[src/hdl/pci_regs.vh]
/*
 * register offsets, field positions, reset values for the port and comparator input block.
 * assumes a 32-bit axi4-lite slave with one aligned word per register.
 */
`ifndef PCI_REGS_VH
`define PCI_REGS_VH

// byte offsets
`define PCI_OFF_CTRL      8'h00
`define PCI_OFF_P0DATA    8'h04
`define PCI_OFF_P2DATA    8'h08
`define PCI_OFF_P2DIR     8'h0c
`define PCI_OFF_P3DATA    8'h10
`define PCI_OFF_EVENTS    8'h14

// control register fields
`define PCI_CTRL_P0OUT    0
`define PCI_CTRL_P2OD     1
`define PCI_CTRL_ANALOG   2
`define PCI_CTRL_TMODE_LO 3
`define PCI_CTRL_TMODE_HI 4
`define PCI_CTRL_STOP     5
`define PCI_CTRL_W        6

// reset values: every line an input, push-pull, digital, external clock, running
`define PCI_CTRL_RST      6'h00
`define PCI_P2DIR_RST     8'hff
`define PCI_DATA_RST      8'h00

// timer input modes
`define PCI_TM_CLOCK      2'h0
`define PCI_TM_TRIG_RE    2'h1
`define PCI_TM_TRIG_NR    2'h2
`define PCI_TM_GATE       2'h3

// axi responses
`define PCI_RESP_OKAY     2'h0
`define PCI_RESP_SLVERR   2'h2

`endif

[src/hdl/pci_port_inputs.v]
/*
 * port and comparator input block: group-direction port, bitwise-direction port with
 * global open-drain choice, input-only port shared with two comparators, edge detected
 * interrupt requests and timer input conditioning, all behind an axi4-lite slave.
 * assumes the pad ring resolves pins from output/enable triples and the analog
 * comparators deliver raw digital results that are asynchronous to clk_sys.
 */
// Design decisions made here: the register addresses and the AXI4-Lite slave port.
// What this block does
// - the three-line port switches all three lines between input and output together.
// - each of the eight wide-port lines has its own direction bit.
// - wide-port outputs share one drive style, push-pull or open-drain low only.
// - the input-only lines are never driven and are selected as digital or analog.
// - the input-only lines feed the four external interrupt requests and the timer input.
// - comparator two requests on both edges, comparator one only on its falling edge.
// - comparator results feed interrupts, readable port data and, for comparator one, the timer.
// - with comparators disabled the reference pin is a digital input and the second interrupt source.
// - comparators are off in stop mode, so their results are not used then.
// - every digital input is read through a register that follows its synchronised level; an undriven line is not latched.
// - requests come from falling edges of both comparator pins and the reference pin and a rising edge of pin two.
// - the timer mode makes comparator pin one a clock, a trigger (the same falling-edge pulse in both trigger modes), or a gate.
`timescale 1ns/1ns
`default_nettype none
`include "pci_regs.vh"

module pci_port_inputs (
    // clock and reset
    input  wire        clk_sys,
    input  wire        rst,
    // axi4-lite write address
    input  wire [7:0]  s_axi_awaddr,
    input  wire        s_axi_awvalid,
    output reg         s_axi_awready,
    // axi4-lite write data
    input  wire [31:0] s_axi_wdata,
    input  wire [3:0]  s_axi_wstrb,
    input  wire        s_axi_wvalid,
    output reg         s_axi_wready,
    // axi4-lite write response
    output reg  [1:0]  s_axi_bresp,
    output reg         s_axi_bvalid,
    input  wire        s_axi_bready,
    // axi4-lite read address
    input  wire [7:0]  s_axi_araddr,
    input  wire        s_axi_arvalid,
    output reg         s_axi_arready,
    // axi4-lite read data
    output reg  [31:0] s_axi_rdata,
    output reg  [1:0]  s_axi_rresp,
    output reg         s_axi_rvalid,
    input  wire        s_axi_rready,
    // group direction port pins
    input  wire [2:0]  groupDirPortLinesIn,
    output reg  [2:0]  groupDirPortLinesOut,
    output reg  [2:0]  groupDirPortLinesOe_n,
    // bitwise direction port pins
    input  wire [7:0]  bitwiseDirPortLinesIn,
    output reg  [7:0]  bitwiseDirPortLinesOut,
    output reg  [7:0]  bitwiseDirPortLinesOe_n,
    // input-only port pins and comparator results
    input  wire [2:0]  inputOnlyPortLines,
    input  wire        analogInputOneCmp,
    input  wire        analogInputTwoCmp,
    // comparator power and event outputs
    output reg         comparatorPowerOn,
    output reg  [3:0]  externalInterruptRequests,
    output reg         timerInputClock,
    output reg         timerInputTrigger,
    output reg         timerInputGate
);

    ////////////////////////////////////////////////////////////////////////////
    // software state
    reg  [5:0]  ctrl;
    reg  [7:0]  p0Data;
    reg  [7:0]  p2Data;
    reg  [7:0]  p2Dir;       // 1 = input
    reg  [3:0]  eventFlags;
    wire        p0Out    = ctrl[`PCI_CTRL_P0OUT];
    wire        p2OpenDr = ctrl[`PCI_CTRL_P2OD];
    wire        analogEn = ctrl[`PCI_CTRL_ANALOG];
    wire [1:0]  timerMode = ctrl[`PCI_CTRL_TMODE_HI:`PCI_CTRL_TMODE_LO];
    wire        stopMode = ctrl[`PCI_CTRL_STOP];

    ////////////////////////////////////////////////////////////////////////////
    // two-stage synchronisers for every pin and comparator result
    reg  [15:0] syncA;
    reg  [15:0] syncB;
    reg  [2:0]  p0Hold;
    reg  [7:0]  p2Hold;
    wire [15:0] rawIn = {analogInputTwoCmp, analogInputOneCmp, inputOnlyPortLines,
                         bitwiseDirPortLinesIn, groupDirPortLinesIn};

    // pins carry no reset value; first stage only feeds the second
    always @(posedge clk_sys) begin
        syncA <= rawIn;
        syncB <= syncA;
    end

    // input register: each line takes its synchronised level every cycle, so a floating pin reads as the pad delivers it
    always @(posedge clk_sys) begin
        if (rst) begin
            p0Hold <= 3'h0;
            p2Hold <= 8'h00;
        end else begin
            p0Hold <= syncB[2:0];
            p2Hold <= syncB[10:3];
        end
    end

    ////////////////////////////////////////////////////////////////////////////
    // input-only port source selection
    // comparators count only when enabled and powered; stop kills them
    wire cmpLive = analogEn & ~stopMode;
    wire cmpOne  = syncB[14];
    wire cmpTwo  = syncB[15];
    // line one and two read comparator results while comparators are live, high in stop, pins when analog is off
    wire srcOne  = cmpLive ? cmpOne : (analogEn ? 1'b1 : syncB[11]);
    wire srcTwo  = cmpLive ? cmpTwo : (analogEn ? 1'b1 : syncB[12]);
    // reference pin digital only when comparators are disabled
    wire srcRef  = analogEn ? 1'b1 : syncB[13];
    wire [2:0] p3Now = {srcRef, srcTwo, srcOne};

    reg  [2:0] p3Prev;
    reg  [2:0] p3Cur;
    always @(posedge clk_sys) begin
        if (rst) begin
            p3Prev <= 3'h7;
            p3Cur  <= 3'h7;
        end else begin
            p3Cur  <= p3Now;
            p3Prev <= p3Cur;
        end
    end

    // edge decode: index 0 pin two fall, 1 ref fall, 2 pin one fall, 3 pin two rise
    wire [3:0] edgeHit = { p3Cur[1] & ~p3Prev[1],
                           ~p3Cur[0] & p3Prev[0],
                           ~p3Cur[2] & p3Prev[2],
                           ~p3Cur[1] & p3Prev[1] };

    ////////////////////////////////////////////////////////////////////////////
    // event outputs and timer input conditioning
    always @(posedge clk_sys) begin
        if (rst) begin
            externalInterruptRequests <= 4'h0;
            timerInputClock           <= 1'b0;
            timerInputTrigger         <= 1'b0;
            timerInputGate            <= 1'b0;
            comparatorPowerOn         <= 1'b0;
        end else begin
            externalInterruptRequests <= edgeHit;              // one-cycle pulses
            comparatorPowerOn         <= cmpLive;
            timerInputClock           <= 1'b0;
            timerInputTrigger         <= 1'b0;
            timerInputGate            <= 1'b0;
            // pin one drives the timer in the selected role
            case (timerMode)
                `PCI_TM_CLOCK:   timerInputClock   <= edgeHit[2];
                `PCI_TM_TRIG_RE: timerInputTrigger <= edgeHit[2];
                `PCI_TM_TRIG_NR: timerInputTrigger <= edgeHit[2];
                `PCI_TM_GATE:    timerInputGate    <= p3Cur[0];
                default:         timerInputGate    <= 1'b0;
            endcase
        end
    end

    ////////////////////////////////////////////////////////////////////////////
    // pin drivers
    genvar gi;
    generate
        for (gi = 0; gi < 8; gi = gi + 1) begin : g_p2
            always @(posedge clk_sys) begin
                if (rst) begin
                    bitwiseDirPortLinesOut[gi]  <= 1'b0;
                    bitwiseDirPortLinesOe_n[gi] <= 1'b1;
                end else begin
                    // per-line direction, shared drive style
                    bitwiseDirPortLinesOut[gi]  <= p2OpenDr ? 1'b0 : p2Data[gi];
                    bitwiseDirPortLinesOe_n[gi] <= p2Dir[gi] | (p2OpenDr & p2Data[gi]);
                end
            end
        end
    endgenerate

    // group port: one enable for all three lines
    always @(posedge clk_sys) begin
        if (rst) begin
            groupDirPortLinesOut  <= 3'h0;
            groupDirPortLinesOe_n <= 3'h7;
        end else begin
            groupDirPortLinesOut  <= p0Data[2:0];
            groupDirPortLinesOe_n <= {3{~p0Out}};
        end
    end

    ////////////////////////////////////////////////////////////////////////////
    // axi4-lite slave: address and data taken in either order
    reg        awHave;
    reg        wHave;
    reg  [7:0] awAddr;
    reg [31:0] wData;
    reg  [3:0] wStrb;
    wire       doWrite = awHave & wHave & ~s_axi_bvalid;

    function known;
        input [7:0] a;
        begin
            known = (a == `PCI_OFF_CTRL) | (a == `PCI_OFF_P0DATA) | (a == `PCI_OFF_P2DATA) |
                    (a == `PCI_OFF_P2DIR) | (a == `PCI_OFF_P3DATA) | (a == `PCI_OFF_EVENTS);
        end
    endfunction

    // write channel capture and response
    always @(posedge clk_sys) begin
        if (rst) begin
            awHave        <= 1'b0;
            wHave         <= 1'b0;
            awAddr        <= 8'h00;
            wData         <= 32'h0;
            wStrb         <= 4'h0;
            s_axi_awready <= 1'b0;
            s_axi_wready  <= 1'b0;
            s_axi_bvalid  <= 1'b0;
            s_axi_bresp   <= `PCI_RESP_OKAY;
        end else begin
            s_axi_awready <= ~awHave & ~s_axi_awready & s_axi_awvalid;
            s_axi_wready  <= ~wHave & ~s_axi_wready & s_axi_wvalid;
            if (s_axi_awvalid & s_axi_awready) begin
                awHave <= 1'b1;
                awAddr <= {s_axi_awaddr[7:2], 2'b00};
            end
            if (s_axi_wvalid & s_axi_wready) begin
                wHave <= 1'b1;
                wData <= s_axi_wdata;
                wStrb <= s_axi_wstrb;
            end
            if (doWrite) begin
                awHave       <= 1'b0;
                wHave        <= 1'b0;
                s_axi_bvalid <= 1'b1;
                s_axi_bresp  <= known(awAddr) ? `PCI_RESP_OKAY : `PCI_RESP_SLVERR;
            end else if (s_axi_bvalid & s_axi_bready) begin
                s_axi_bvalid <= 1'b0;
            end
        end
    end

    // register writes; event flags: hardware set beats software clear
    always @(posedge clk_sys) begin
        if (rst) begin
            ctrl       <= `PCI_CTRL_RST;
            p0Data     <= `PCI_DATA_RST;
            p2Data     <= `PCI_DATA_RST;
            p2Dir      <= `PCI_P2DIR_RST;
            eventFlags <= 4'h0;
        end else begin
            if (doWrite & wStrb[0]) begin
                case (awAddr)
                    `PCI_OFF_CTRL:   ctrl   <= wData[5:0];
                    `PCI_OFF_P0DATA: p0Data <= wData[7:0];
                    `PCI_OFF_P2DATA: p2Data <= wData[7:0];
                    `PCI_OFF_P2DIR:  p2Dir  <= wData[7:0];
                    default:         p0Data <= p0Data;
                endcase
            end
            eventFlags <= (eventFlags & ~((doWrite & wStrb[0] & (awAddr == `PCI_OFF_EVENTS))
                          ? wData[3:0] : 4'h0)) | edgeHit;
        end
    end

    // read channel: answer one cycle after the address is taken
    always @(posedge clk_sys) begin
        if (rst) begin
            s_axi_arready <= 1'b0;
            s_axi_rvalid  <= 1'b0;
            s_axi_rdata   <= 32'h0;
            s_axi_rresp   <= `PCI_RESP_OKAY;
        end else begin
            s_axi_arready <= ~s_axi_arready & ~s_axi_rvalid & s_axi_arvalid;
            if (s_axi_arvalid & s_axi_arready) begin
                s_axi_rvalid <= 1'b1;
                s_axi_rresp  <= known({s_axi_araddr[7:2], 2'b00}) ? `PCI_RESP_OKAY : `PCI_RESP_SLVERR;
                case ({s_axi_araddr[7:2], 2'b00})
                    `PCI_OFF_CTRL:   s_axi_rdata <= {26'h0, ctrl};
                    `PCI_OFF_P0DATA: s_axi_rdata <= {29'h0, (p0Out ? p0Data[2:0] : p0Hold)};
                    `PCI_OFF_P2DATA: s_axi_rdata <= {24'h0, (p2Dir & p2Hold) | (~p2Dir & p2Data)};
                    `PCI_OFF_P2DIR:  s_axi_rdata <= {24'h0, p2Dir};
                    `PCI_OFF_P3DATA: s_axi_rdata <= {28'h0, p3Cur, 1'b0};
                    `PCI_OFF_EVENTS: s_axi_rdata <= {28'h0, eventFlags};
                    default:         s_axi_rdata <= 32'h0;
                endcase
            end else if (s_axi_rvalid & s_axi_rready) begin
                s_axi_rvalid <= 1'b0;
            end
        end
    end

endmodule // pci_port_inputs
`default_nettype wire

[config.mk]
export PLATFORM = sky130hd
export DESIGN_NAME = pci_port_inputs
export DESIGN_NICKNAME = d
export VERILOG_FILES = /design/src/hdl/pci_port_inputs.v
export VERILOG_INCLUDE_DIRS = /design/src /design/src/hdl
export SDC_FILE = /design/constraint.sdc
export NUM_CORES = 1
export LEC_CHECK = 0
export ABC_AREA = 1
export CORE_MARGIN = 5
export CORE_UTILIZATION = 31
export CTS_CLUSTER_DIAMETER = 150
export DETAILED_ROUTE_END_ITERATION = 7
export DONT_BUFFER_PORTS = 1
export GPL_TIMING_DRIVEN = 1
export PLACE_DENSITY_LB_ADDON = 0.12
export RECOVER_POWER = 50
export SYNTH_ARGS = -nofsm -noshare
export SYNTH_HDL_FRONTEND = slang
export SYNTH_SLANG_ARGS = --single-unit
[constraint.sdc]
create_clock -name clk_sys -period 1.5 [get_ports clk_sys]
set_clock_uncertainty 0.1 [all_clocks]
set_input_delay 0 -clock clk_sys [delete_from_list [all_inputs] [get_ports clk_sys]]
set_output_delay 0 -clock clk_sys [all_outputs]
set_load 0.01 [all_outputs]
# Word level (Yosys, flattened, before mapping)
# Cells that the tools add are included.
# op_classes
n_eq_ne	13
mux	13
n_bitwise	69
n_reduce_logical	16
# op_table
operator	n
$pmux W8 S6	1
$and A1 B1 Y1	28
$eq A6 B2 Y1 const B	4
$eq A6 B3 Y1 const B	4
$or A1 B1 Y1	18
$and A8 B8 Y8	2
$not A1 Y1	16
$reduce_or A2 Y1	7
$eq A6 B1 Y1 const B	2
$logic_not A8 Y1	1
$mux W1	8
$not A8 Y8	1
$or A8 B8 Y8	1
$reduce_and A2 Y1	4
$logic_not A6 Y1	1
$and A4 B4 Y4	1
$eq A2 B2 Y1 const B	2
$mux W2	2
$mux W4	1
$not A4 Y4	1
$or A4 B4 Y4	1
$reduce_bool A2 Y1	2
$mux W3	1
$eq A2 B1 Y1 const B	1
$logic_not A2 Y1	1
# word_totals
ff_bits	164
in_bits	75
out_inout_bits	71
wordCells	159

# Logic depth before layout (Yosys ltp)
# Gate-level depths: netlist of run 1.
# depth
depth_word	8
ltp_mapped	8
mapped_depth_nobuf	8

# Worst setup path before layout of run 1
# Ideal clock, no wire load.
# synth_path
kind	reg-to-reg
start	register s_axi_bvalid
end	register ctrl[1]
setup_time_ns	0.132
arrival_ns	1.065
required_time_ns	1.268
setup_slack_ns	0.203
path_stages_with_launch	9
path_buffers	0
synth_period_minus_slack_ns	1.297
path_cell_list	dfxtp_1 inv_1 nand3_2 nor2_4 inv_1 nor2_4 inv_1 nand2_1 a21oi_1
# synth_between
elab_chain_len	4
# synth_lines
element	line_no	rtl
start: declaration	pci_port_inputs.v:41	output reg s_axi_bvalid,
start signal: assignment	pci_port_inputs.v:224	s_axi_bvalid <= 1'b0;
start signal: assignment	pci_port_inputs.v:241	s_axi_bvalid <= 1'b1;
start signal: assignment	pci_port_inputs.v:244	s_axi_bvalid <= 1'b0;
$not A1 Y1	pci_port_inputs.v:204	wire doWrite = awHave & wHave & ~s_axi_bvalid;
$and A1 B1 Y1	pci_port_inputs.v:204	
$and A1 B1 Y1	pci_port_inputs.v:258	if (doWrite & wStrb[0]) begin
$reduce_and A2 Y1 (no source line)	--	
end signal: assignment	pci_port_inputs.v:252	ctrl <= `PCI_CTRL_RST;
end signal: assignment	pci_port_inputs.v:260	`PCI_OFF_CTRL: ctrl <= wData[5:0];
end: declaration	pci_port_inputs.v:74	reg [5:0] ctrl;
# No other way between the ends.
# A chain may end at the register's enable or synchronous reset.

# Final worst setup path of run 1
# layout_path
start	register s_axi_bvalid
end	register p2Data[4]
# layout_between
elab_chain_len	4
# layout_lines
element	line_no	rtl
$not A1 Y1	pci_port_inputs.v:204	
$and A1 B1 Y1	pci_port_inputs.v:204	
$and A1 B1 Y1	pci_port_inputs.v:258	
$reduce_and A2 Y1 (no source line)	--	
end signal: assignment	pci_port_inputs.v:254	p2Data <= `PCI_DATA_RST;
end signal: assignment	pci_port_inputs.v:262	`PCI_OFF_P2DATA: p2Data <= wData[7:0];
end: declaration	pci_port_inputs.v:76	reg [7:0] p2Data;
# No other way between the ends.

==> results of run 1 <==
## path summary, 6_finish.rpt
path,from,end,slack (ns),depth (start not counted)
setup / recovery,s_axi_bvalid,p2Data[4],0.09,8
hold / removal,groupDirPortLinesIn[0],syncA[0],0.03,1
setup reg to reg,s_axi_bvalid,p2Data[4],0.09,8
hold reg to reg,syncA[15],syncB[15],0.22,0
## synthesized netlist by cell type, types with 2 or more instances
cell type | number | area (um^2)
inv_1 | 72 | 270.3
buf_4 | 29 | 217.7
nand2_2 | 3 | 18.77
buf_2 | 7 | 35.03
dfxtp_1 | 138 | 2763
nor3_1 | 6 | 30.03
nor2_1 | 77 | 289.0
nand2_1 | 113 | 424.2
o211ai_1 | 8 | 60.06
o21ai_0 | 31 | 155.2
nor2_2 | 6 | 37.54
a21oi_1 | 37 | 185.2
clkbuf_1 | 8 | 30.03
nand3_1 | 37 | 185.2
nor2_4 | 5 | 56.30
buf_1 | 2 | 7.510
nand4_1 | 10 | 62.56
ha_1 | 2 | 25.02
## sequential cells by signal, indices dropped and copies added (netlist names), 3 cells and up
register	count
awAddr	6
bitwiseDirPortLinesOe_n	8
bitwiseDirPortLinesOut	8
ctrl	6
eventFlags	4
externalInterruptRequests	4
groupDirPortLinesOut	3
p0Data	3
p0Hold	3
p2Data	8
p2Dir	8
p2Hold	8
p3Cur	3
p3Prev	3
s_axi_rdata	8
syncA	16
syncB	16
wData	8
## layer usage
layer / global-route usage, % / part of all wire (%)
met1: 18.16 / 47
met2: 20.91 / 45
met3: 4.663 / 6.7
met4: 5.319 / 2.0
met5: 0 / 0
## power by group through the flow
stage | Sequential, W | Clock, W | Combinational (W)
4_1_cts | 0.00385 | 0.00419 | 0.000431
6_report | 0.00385 | 0.00406 | 0.000428
3_5_place_dp | 0.00393 | 0 | 0.000312
3_3_place_gp | 0.00393 | 0 | 0.000308
2_1_floorplan | 0.00391 | 0 | 0.000285
5_1_grt | 0.00386 | 0.00435 | 0.000485
## timing repair
action                     in CTS  in global routing
setup buffers                   0                  3
hold endpoints to repair       85                  0
gates resized for setup         0                  8
setup endpoints to repair       0                 26
hold buffers                   44                  0
## per-stage QoR
step	setup slack, ns	hold WS (ns)
after global routing	-0.02014	0.01423
after global placement	0.07195	-0.07223
after floorplan	0.2032	-0.07228
after detailed placement	0.06726	-0.07223
after CTS	0.04974	0.007868
final	0.09025	0.03461
## layout make-up
class | instances | area (um^2) | area share [%]
Clock buffer | 23 | 488.0 | 7.884
Clock inverter | 7 | 91.34 | 1.476
Inverter | 72 | 277.8 | 4.488
Multi-Input combinational cell | 365 | 1682 | 27.17
Sequential cell | 138 | 2765 | 44.67
Tap cell | 216 | 270.3 | 4.366
Timing Repair Buffer | 62 | 615.6 | 9.945
## critical path, cell delays in order (launching register included)
cell,delay [ns]
dfxtp_1,0.31
inv_1,0.08
nand3_2,0.10
nor2_4,0.13
nand2_2,0.12
nor3_4,0.23
buf_12,0.15
nor2_1,0.04
nor2_1,0.08
## cell families after synthesis
| logic type | Yosys count | share of synthesized area (%) |
|---|---|---|
| compound gates | 77 | 8.312 |
| fa+ha+maj | 2 | 0.5099 |
| buf+inv | 119 | 11.65 |
| flops | 138 | 56.30 |
| other cells | 1 | 0.07642 |
| simple gates | 260 | 23.15 |
==> metrics, run 1 <==
outcome=finished clean; fillcell total=1597; count of state elements after synthesis=138; Clk pin slew, worst setup/hold paths=0.05 ns; Critical Path Source Type=flip-flop; clk_lat worst skew=0.41 ns; average size of a mapped cell=8.220 um^2; switch share=21.34%; Critical Path Sink Type=flip-flop; DRT Pass-1 Iters=5; VDD IR-drop max=0.0007648 V; initial antenna violation count=0; Placed Area=0.005107 mm^2; largest net degree at the start of global routing=36; Fin. Hold Viols=0; overall routing resource usage=13.78%; P_leak=2.684 nW; DIE WIDTH=135.8 um; most common cell after layout, fill and taps aside=dfxtp_1; final WL=12.12 mm; worst hold path type=in -> reg; Setup TNS=0 ns; period utilization=93.98%; Routed wire per std cell=13.72 um; sequential share of power=46.2%; Root Driver=clkbuf_16; EDFF count, synth=0; Layout Cells excl Fill=883; share of cells above drive strength 1=10.19%; FMAX=709.3 MHz; Synth warnings=0; design area=0.006190 mm^2; Rows=46; cell count after placement=806; Chip Height=135.8 um; DR iter-0 viols=177; clock period minus worst slack=1.410 ns; # setup viols final=0; P_int=0.006559 W; most frequent cells in the layout=dfxtp_1 (136), nand2_1 (113), nor2_1 (75); Clock Tree Buf Depth=2; clock group share of total power=48.7%; DRC=0; Crit Path Max Fanout=8; core area=0.01571 mm^2; Arr. time, crit path=1.65 ns; CTS tree=built; Gate power share=5.1%; synthesis-to-finish area growth=26.13%; Final GP Congestion=0.8617; first-pass GRT wire length=19.37 mm; Power Total=0.008339 W; post-layout net count=733; Distinct cells, synth=24; GRT overflow=0; CP required=1.74 ns; Post-Syn Instances=597; Detail Placement HPWL=8.895 mm; Switch Pwr=0.001780 W; htree depth=4; MaxCap Viol Count=0; I/O pin total=146; I/O Buffers=0; post-synthesis sequential area ratio=56.30%; Starting Density=31.23%; routed vias/inst=4.234; CP Class=reg -> reg; fin util=39.39%; vias after detailed routing=3739; Num CTS Buffers=17; clk sink count=138; final antenna-violating net count=0; diodes inserted=0; fin. max-slew vios=0; die area=0.01845 mm^2; Mapped Area=0.004907 mm^2; FFs w/ async S/R, synth=0%; unrepaired setup endpoints after global routing=true; Cell Pwr Density=1347 mW/mm^2; Post-synth top flop=dfxtp_1; number of global-route vias before repair=3655
Note: power is estimated with default switching activity, not from simulation.
==> run 2: changes to the inputs <==
Settings changed: CORE_ASPECT_RATIO set to 1.1, GPL_ROUTABILITY_DRIVEN set to 0.
==> run 2 against run 1 <==
Compared with the run above:
- sequential share of layout area grew 0.25 points
- global-route usage grew 0.084 points
- via count shrank 0.35%
- critical path type unchanged
- wire length shrank 0.60%
- design area shrank 0.61%
- worst hold slack lost 0.023 ns
- sequential power is essentially flat
- flip-flop and latch count is the same
- register-to-register slack lost 0.02 ns
- die area is essentially flat
- first-iteration DRC count grew 1.7%
- core utilization is essentially flat
==> metrics, run 2 (same netlist as run 1, synthesis figures left out) <==
outcome=finished clean; initial antenna violation count=0; design area=0.006152 mm^2; Crit Reg-Reg Startpoint=wHave; Fin. Hold Viols=0; CP Class=reg -> reg; CP required=1.75 ns; die area=0.01845 mm^2; final WL=12.04 mm; MaxCap Viol Count=0; clock period minus worst slack=1.426 ns; Hold Path Stages=2; Layout Cells excl Fill=864; crit path from=wHave; FMAX=701.4 MHz; CTS tree=built; diodes inserted=0; Root Driver=clkbuf_16; core area=0.01562 mm^2; Clock Tree Buf Depth=2; Top Registers=syncA (16), syncB (16); htree depth=4; DR iter-0 viols=180; DRC=0; R2R setup slack=0.07 ns; DIE WIDTH=130.0 um; Crit Path Max Fanout=8; most frequent cells in the layout=dfxtp_1 (137), nand2_1 (113), nor2_1 (75); Clk pin slew, worst setup/hold paths=0.05 ns; GRT overflow=0; Chip Height=142.0 um; cell mode on critical path=nor2_1; Rows=48; fin. max-slew vios=0; worst r2r dst=p2Data[4]; number of global-route vias before repair=3669; I/O Buffers=0; cell count after placement=789; CP max stage delay=0.37 ns; Starting Density=31.43%; # setup viols final=0; clk sink count=138; largest net degree at the start of global routing=67; unrepaired setup endpoints after global routing=true; vias after detailed routing=3726; I/O pin total=146; first-pass GRT wire length=19.47 mm; Arr. time, crit path=1.68 ns; slowest cell on the critical path=dfxtp_1; VDD IR-drop max=0.0007670 V; Routed wire per std cell=13.94 um; share of cells above drive strength 1=9.789%; P_leak=2.677 nW; DRT Pass-1 Iters=4; period utilization=95.04%; fillcell total=1626; Critical Path Source Type=flip-flop; R2R depth=7; Num CTS Buffers=17; post-layout net count=730; worst hold path type=in -> reg; routed vias/inst=4.313; most common cell after layout, fill and taps aside=dfxtp_1; final antenna-violating net count=0; synthesis-to-finish area growth=25.37%; hold path start=s_axi_wvalid; overall routing resource usage=13.86%; end of the critical path=p2Data[4]; clk_lat worst skew=0.41 ns; Cell Pwr Density=1380 mW/mm^2; Placed Area=0.005067 mm^2; fin util=39.40%; Detail Placement HPWL=8.708 mm; critical path cell sequence=nand3_2, nor2_4, nand2_2, nor3_4, buf_12, nor2_1, nor2_1; Critical Path Sink Type=flip-flop
[run 2: cell type report]
cell class	count	area, um^2	area share, %
Sequential cell	138	2764	44.93
Multi-Input combinational cell	365	1677	27.25
Timing Repair Buffer	59	584.3	9.498
Clock buffer	23	488.0	7.932
Inverter	72	274.0	4.454
Tap cell	200	250.2	4.068
Clock inverter	7	115.1	1.871
[run 2: layer usage]
| metal | vias up | GRT usage [%] | share of wire (%) |
|---|---|---|---|
| met5 | - | 0 | 0 |
| met4 | 0 | 6.783 | 2.8 |
| met3 | 20 | 4.317 | 6.3 |
| met2 | 92 | 20.93 | 45 |
| met1 | 1668 | 17.97 | 45 |
| li1 | 1946 | - | - |
[run 2: worst max-delay path: cells and delay by family, from the launching register on]
family	cells	cell delay [ns]
and+or+nand+nor	6	0.75
DFF	1	0.37
buffers and inverters	1	0.15
[run 2: report_power, final]
group	switching, W	leakage (nW)	internal (W)
logic	0.000254	1.25	0.000167
registers	0.0000617	1.13	0.00379
clock network	0.00145	0.291	0.00276
total	0.00177	2.68	0.00672
[run 2: through the flow]
stage / worst slack (ns) / hold slack (ns) / TNS [ns] / power [W]
4_1_cts: 0.05053 / 0.002294 / 0 / 0.008633
2_1_floorplan: 0.2032 / -0.07228 / 0 / 0.004197
6_report: 0.07433 / 0.01153 / 0 / 0.008490
3_3_place_gp: 0.06790 / -0.07223 / 0 / 0.004235
5_1_grt: -0.04381 / 0.01643 / -0.1507 / 0.008852
3_5_place_dp: 0.06992 / -0.07223 / 0 / 0.004238
[run 2: timing repair]
| item | in CTS | in global routing |
|---|---|---|
| endpoints found under the hold margin | 118 | 0 |
| buffers inserted | 0 | 1 |
| endpoints found under the setup margin | 0 | 25 |
| hold buffers | 44 | 0 |
| gates resized for setup | 0 | 6 |
[run 2: worst min path at each step]
stage	end	slack [ns]
after floorplan	syncA[0]	-0.07
final	wData[3]	0.01
after CTS	syncA[6]	0.002
after detailed placement	syncA[3]	-0.07
after global placement	syncA[4]	-0.07
after global routing	syncA[0]	0.02
==> run 3: changes to the inputs <==
Settings changed: ABC_AREA 1 to not set.
==> run 3 against run 2 <==
Compared with the run above:
- the run now ends with negative hold slack left
- critical path depth fell by 1
- worst hold slack got worse by 0.43 ns
- design area fell by 2.8%
- die area fell by 3.6%
- first-iteration DRC count fell by 2.8%
- combinational power fell by 30%
- total power fell by 0.55%
- cell count fell by 16%
- setup slack got worse by 0.049 ns
- sequential share of layout area rose by 1.3 points
- largest cell class unchanged
==> metrics, run 3 <==
outcome=finished with violations; failing checks=negative hold slack; initial antenna violation count=0; Synth area leaders=dfxtp_1 (59%), buf_4 (4.8%), mux2i_1 (4.5%); post-synthesis sequential area ratio=58.57%; design area=0.005978 mm^2; Synth area leader=dfxtp_1; CP Class=reg -> reg; Cell Pwr Density=1412 mW/mm^2; GRT overflow=0; top cell type's share of synthesized area=58.57%; DR iter-0 viols=175; clk_lat worst skew=0.41 ns; CP required=1.74 ns; synthesis-to-finish area growth=26.74%; Detail Placement HPWL=7.721 mm; vias after detailed routing=3273; most common cell after layout, fill and taps aside=dfxtp_1; clk sink count=138; FMAX=678.0 MHz; DRC=0; P_leak=2.453 nW; fin util=39.87%; Chip Height=139.4 um; I/O Buffers=0; Clock Tree Buf Depth=2; Num CTS Buffers=17; DIE WIDTH=127.6 um; Critical Path Source Type=flip-flop; Post-Syn Instances=468; sequential cell area=0.002766 mm^2; number of global-route vias before repair=3180; Distinct cells, synth=46; max_slew headroom=62.09%; Crit Path Max Fanout=8; fillcell total=1506; top cells by count, synth=dfxtp_1 (138), nand2_1 (40), nor2_1 (37), a21oi_1 (33), buf_4 (30); final antenna-violating net count=0; Rows=47; Synth warnings=0; cell count after placement=650; Critical Path Sink Type=flip-flop; FFs w/ async S/R, synth=0%; average size of a mapped cell=10.08 um^2; hold_buf cts=41; EDFF count, synth=0; DRT Pass-1 Iters=4; CTS tree=built; # setup viols final=0; Routed wire per std cell=15.88 um; top-count cell post-synth=dfxtp_1; VDD IR-drop max=0.0007291 V; first-pass GRT wire length=18.12 mm; Mapped Area=0.004717 mm^2; Root Driver=clkbuf_16; htree depth=4; Post-synth top flop=dfxtp_1; most frequent cells in the layout=dfxtp_1 (135), dlygate4sd3_1 (41), nand2_1 (39); Placed Area=0.004842 mm^2; unrepaired setup endpoints after global routing=true; Top Registers=syncA (16), syncB (16); multi-input logic area=0.001745 mm^2; Clk pin slew, worst setup/hold paths=0.06 ns; worst hold path type=in -> reg; I/O pin total=146; largest net degree at the start of global routing=89; count of state elements after synthesis=138; share of cells above drive strength 1=13.61%; post-layout net count=594; diodes inserted=0; Layout Cells excl Fill=725; period utilization=98.33%; Fin. Hold Viols=79; final WL=11.52 mm; fin. max-slew vios=0; MaxCap Viol Count=0; Worst-Margin Slew=0.5668 ns; overall routing resource usage=13.32%; die area=0.01779 mm^2; Arr. time, crit path=1.71 ns; routed vias/inst=4.514; Starting Density=31.46%; hold_ws=-0.4186 ns; core area=0.01500 mm^2; clock period minus worst slack=1.475 ns
==> run 3: changes by cell type after synthesis, sizes merged, moves of 12 or more <==
cell   previous run  this run
nor2b             0        17
nand2           116        40
nand3            38        12
and2              0        12
nor2             88        37
inv              72         8
mux2i             0        21
==> run 3: timing repair <==
item,CTS,global route
hold endpoints to repair,122,79
gates resized for setup,3,21
cloned,0,1
buffers inserted,0,2
pin swaps,0,2
setup endpoints to repair,7,35
==> run 3: cells by family (layout without fill, tap and decap cells) <==
group,Yosys count,in the layout,share of synthesized area (%)
buffers and inverters,62,98,7.745
other,1,26,0.07950
and+or+nand+nor,160,160,17.56
adders and majority gates,2,2,0.5304
DFF,138,138,58.57
muxes,23,23,5.252
AOI/OAI and AO/OA,82,82,10.27
==> run 3: layout make-up <==
cell class	count	share of cell area, %
flip-flops and latches	138	46.27
multi-input cells	293	29.20
repair buffers	58	9.565
clock buffers	25	8.455
well taps	196	4.102
clock inverters	6	1.842
inverters	9	0.5651
==> run 3: layer usage <==
metal / part of all wire, % / track usage (%) / wire length, um
met4: 1.4 / 4.860 / 160
met2: 49 / 20.99 / 5589
met3: 7.1 / 5.404 / 813
met5: 0 / 0 / 0
met1: 43 / 16.39 / 4952
==> run 3: metrics by stage <==
step	TNS (ns)	hold slack [ns]	power [W]	setup WS, ns
3_3_place_gp	-0.09413	-0.07223	0.004125	-0.02525
4_1_cts	-0.02001	-0.4524	0.008544	-0.01041
2_1_floorplan	0	-0.07228	0.004155	0.002210
3_5_place_dp	-0.1340	-0.07224	0.004129	-0.03235
5_1_grt	-0.5198	-0.4484	0.008790	-0.04175
6_report	0	-0.4186	0.008443	0.02503
==> run 3: power by group <==
part	switching [W]	leakage [nW]	total (W)	internal, W
clock network	0.00148	0.296	0.00431	0.00283
registers	0.0000635	1.13	0.00384	0.00378
logic	0.000145	1.02	0.000296	0.000151
==> run 3: path summary, 6_finish.rpt <==
check,depth (start not counted),start,slack [ns],endpoint
worst max-delay path,6,awAddr[7],0.03,p2Dir[0]
worst min-delay path,1,rst,-0.42,s_axi_rdata[3]
worst max register to register,6,awAddr[7],0.03,p2Dir[0]
worst min register to register,0,syncA[9],0.22,syncB[9]
==> run 3: critical path, stage by stage (launching register included) <==
cell and delay [ns]:
dfxtp_2 0.33, nor3_4 0.25, buf_6 0.15, and4_4 0.26
buf_12 0.15, nor3_2 0.04, a21oi_1 0.11
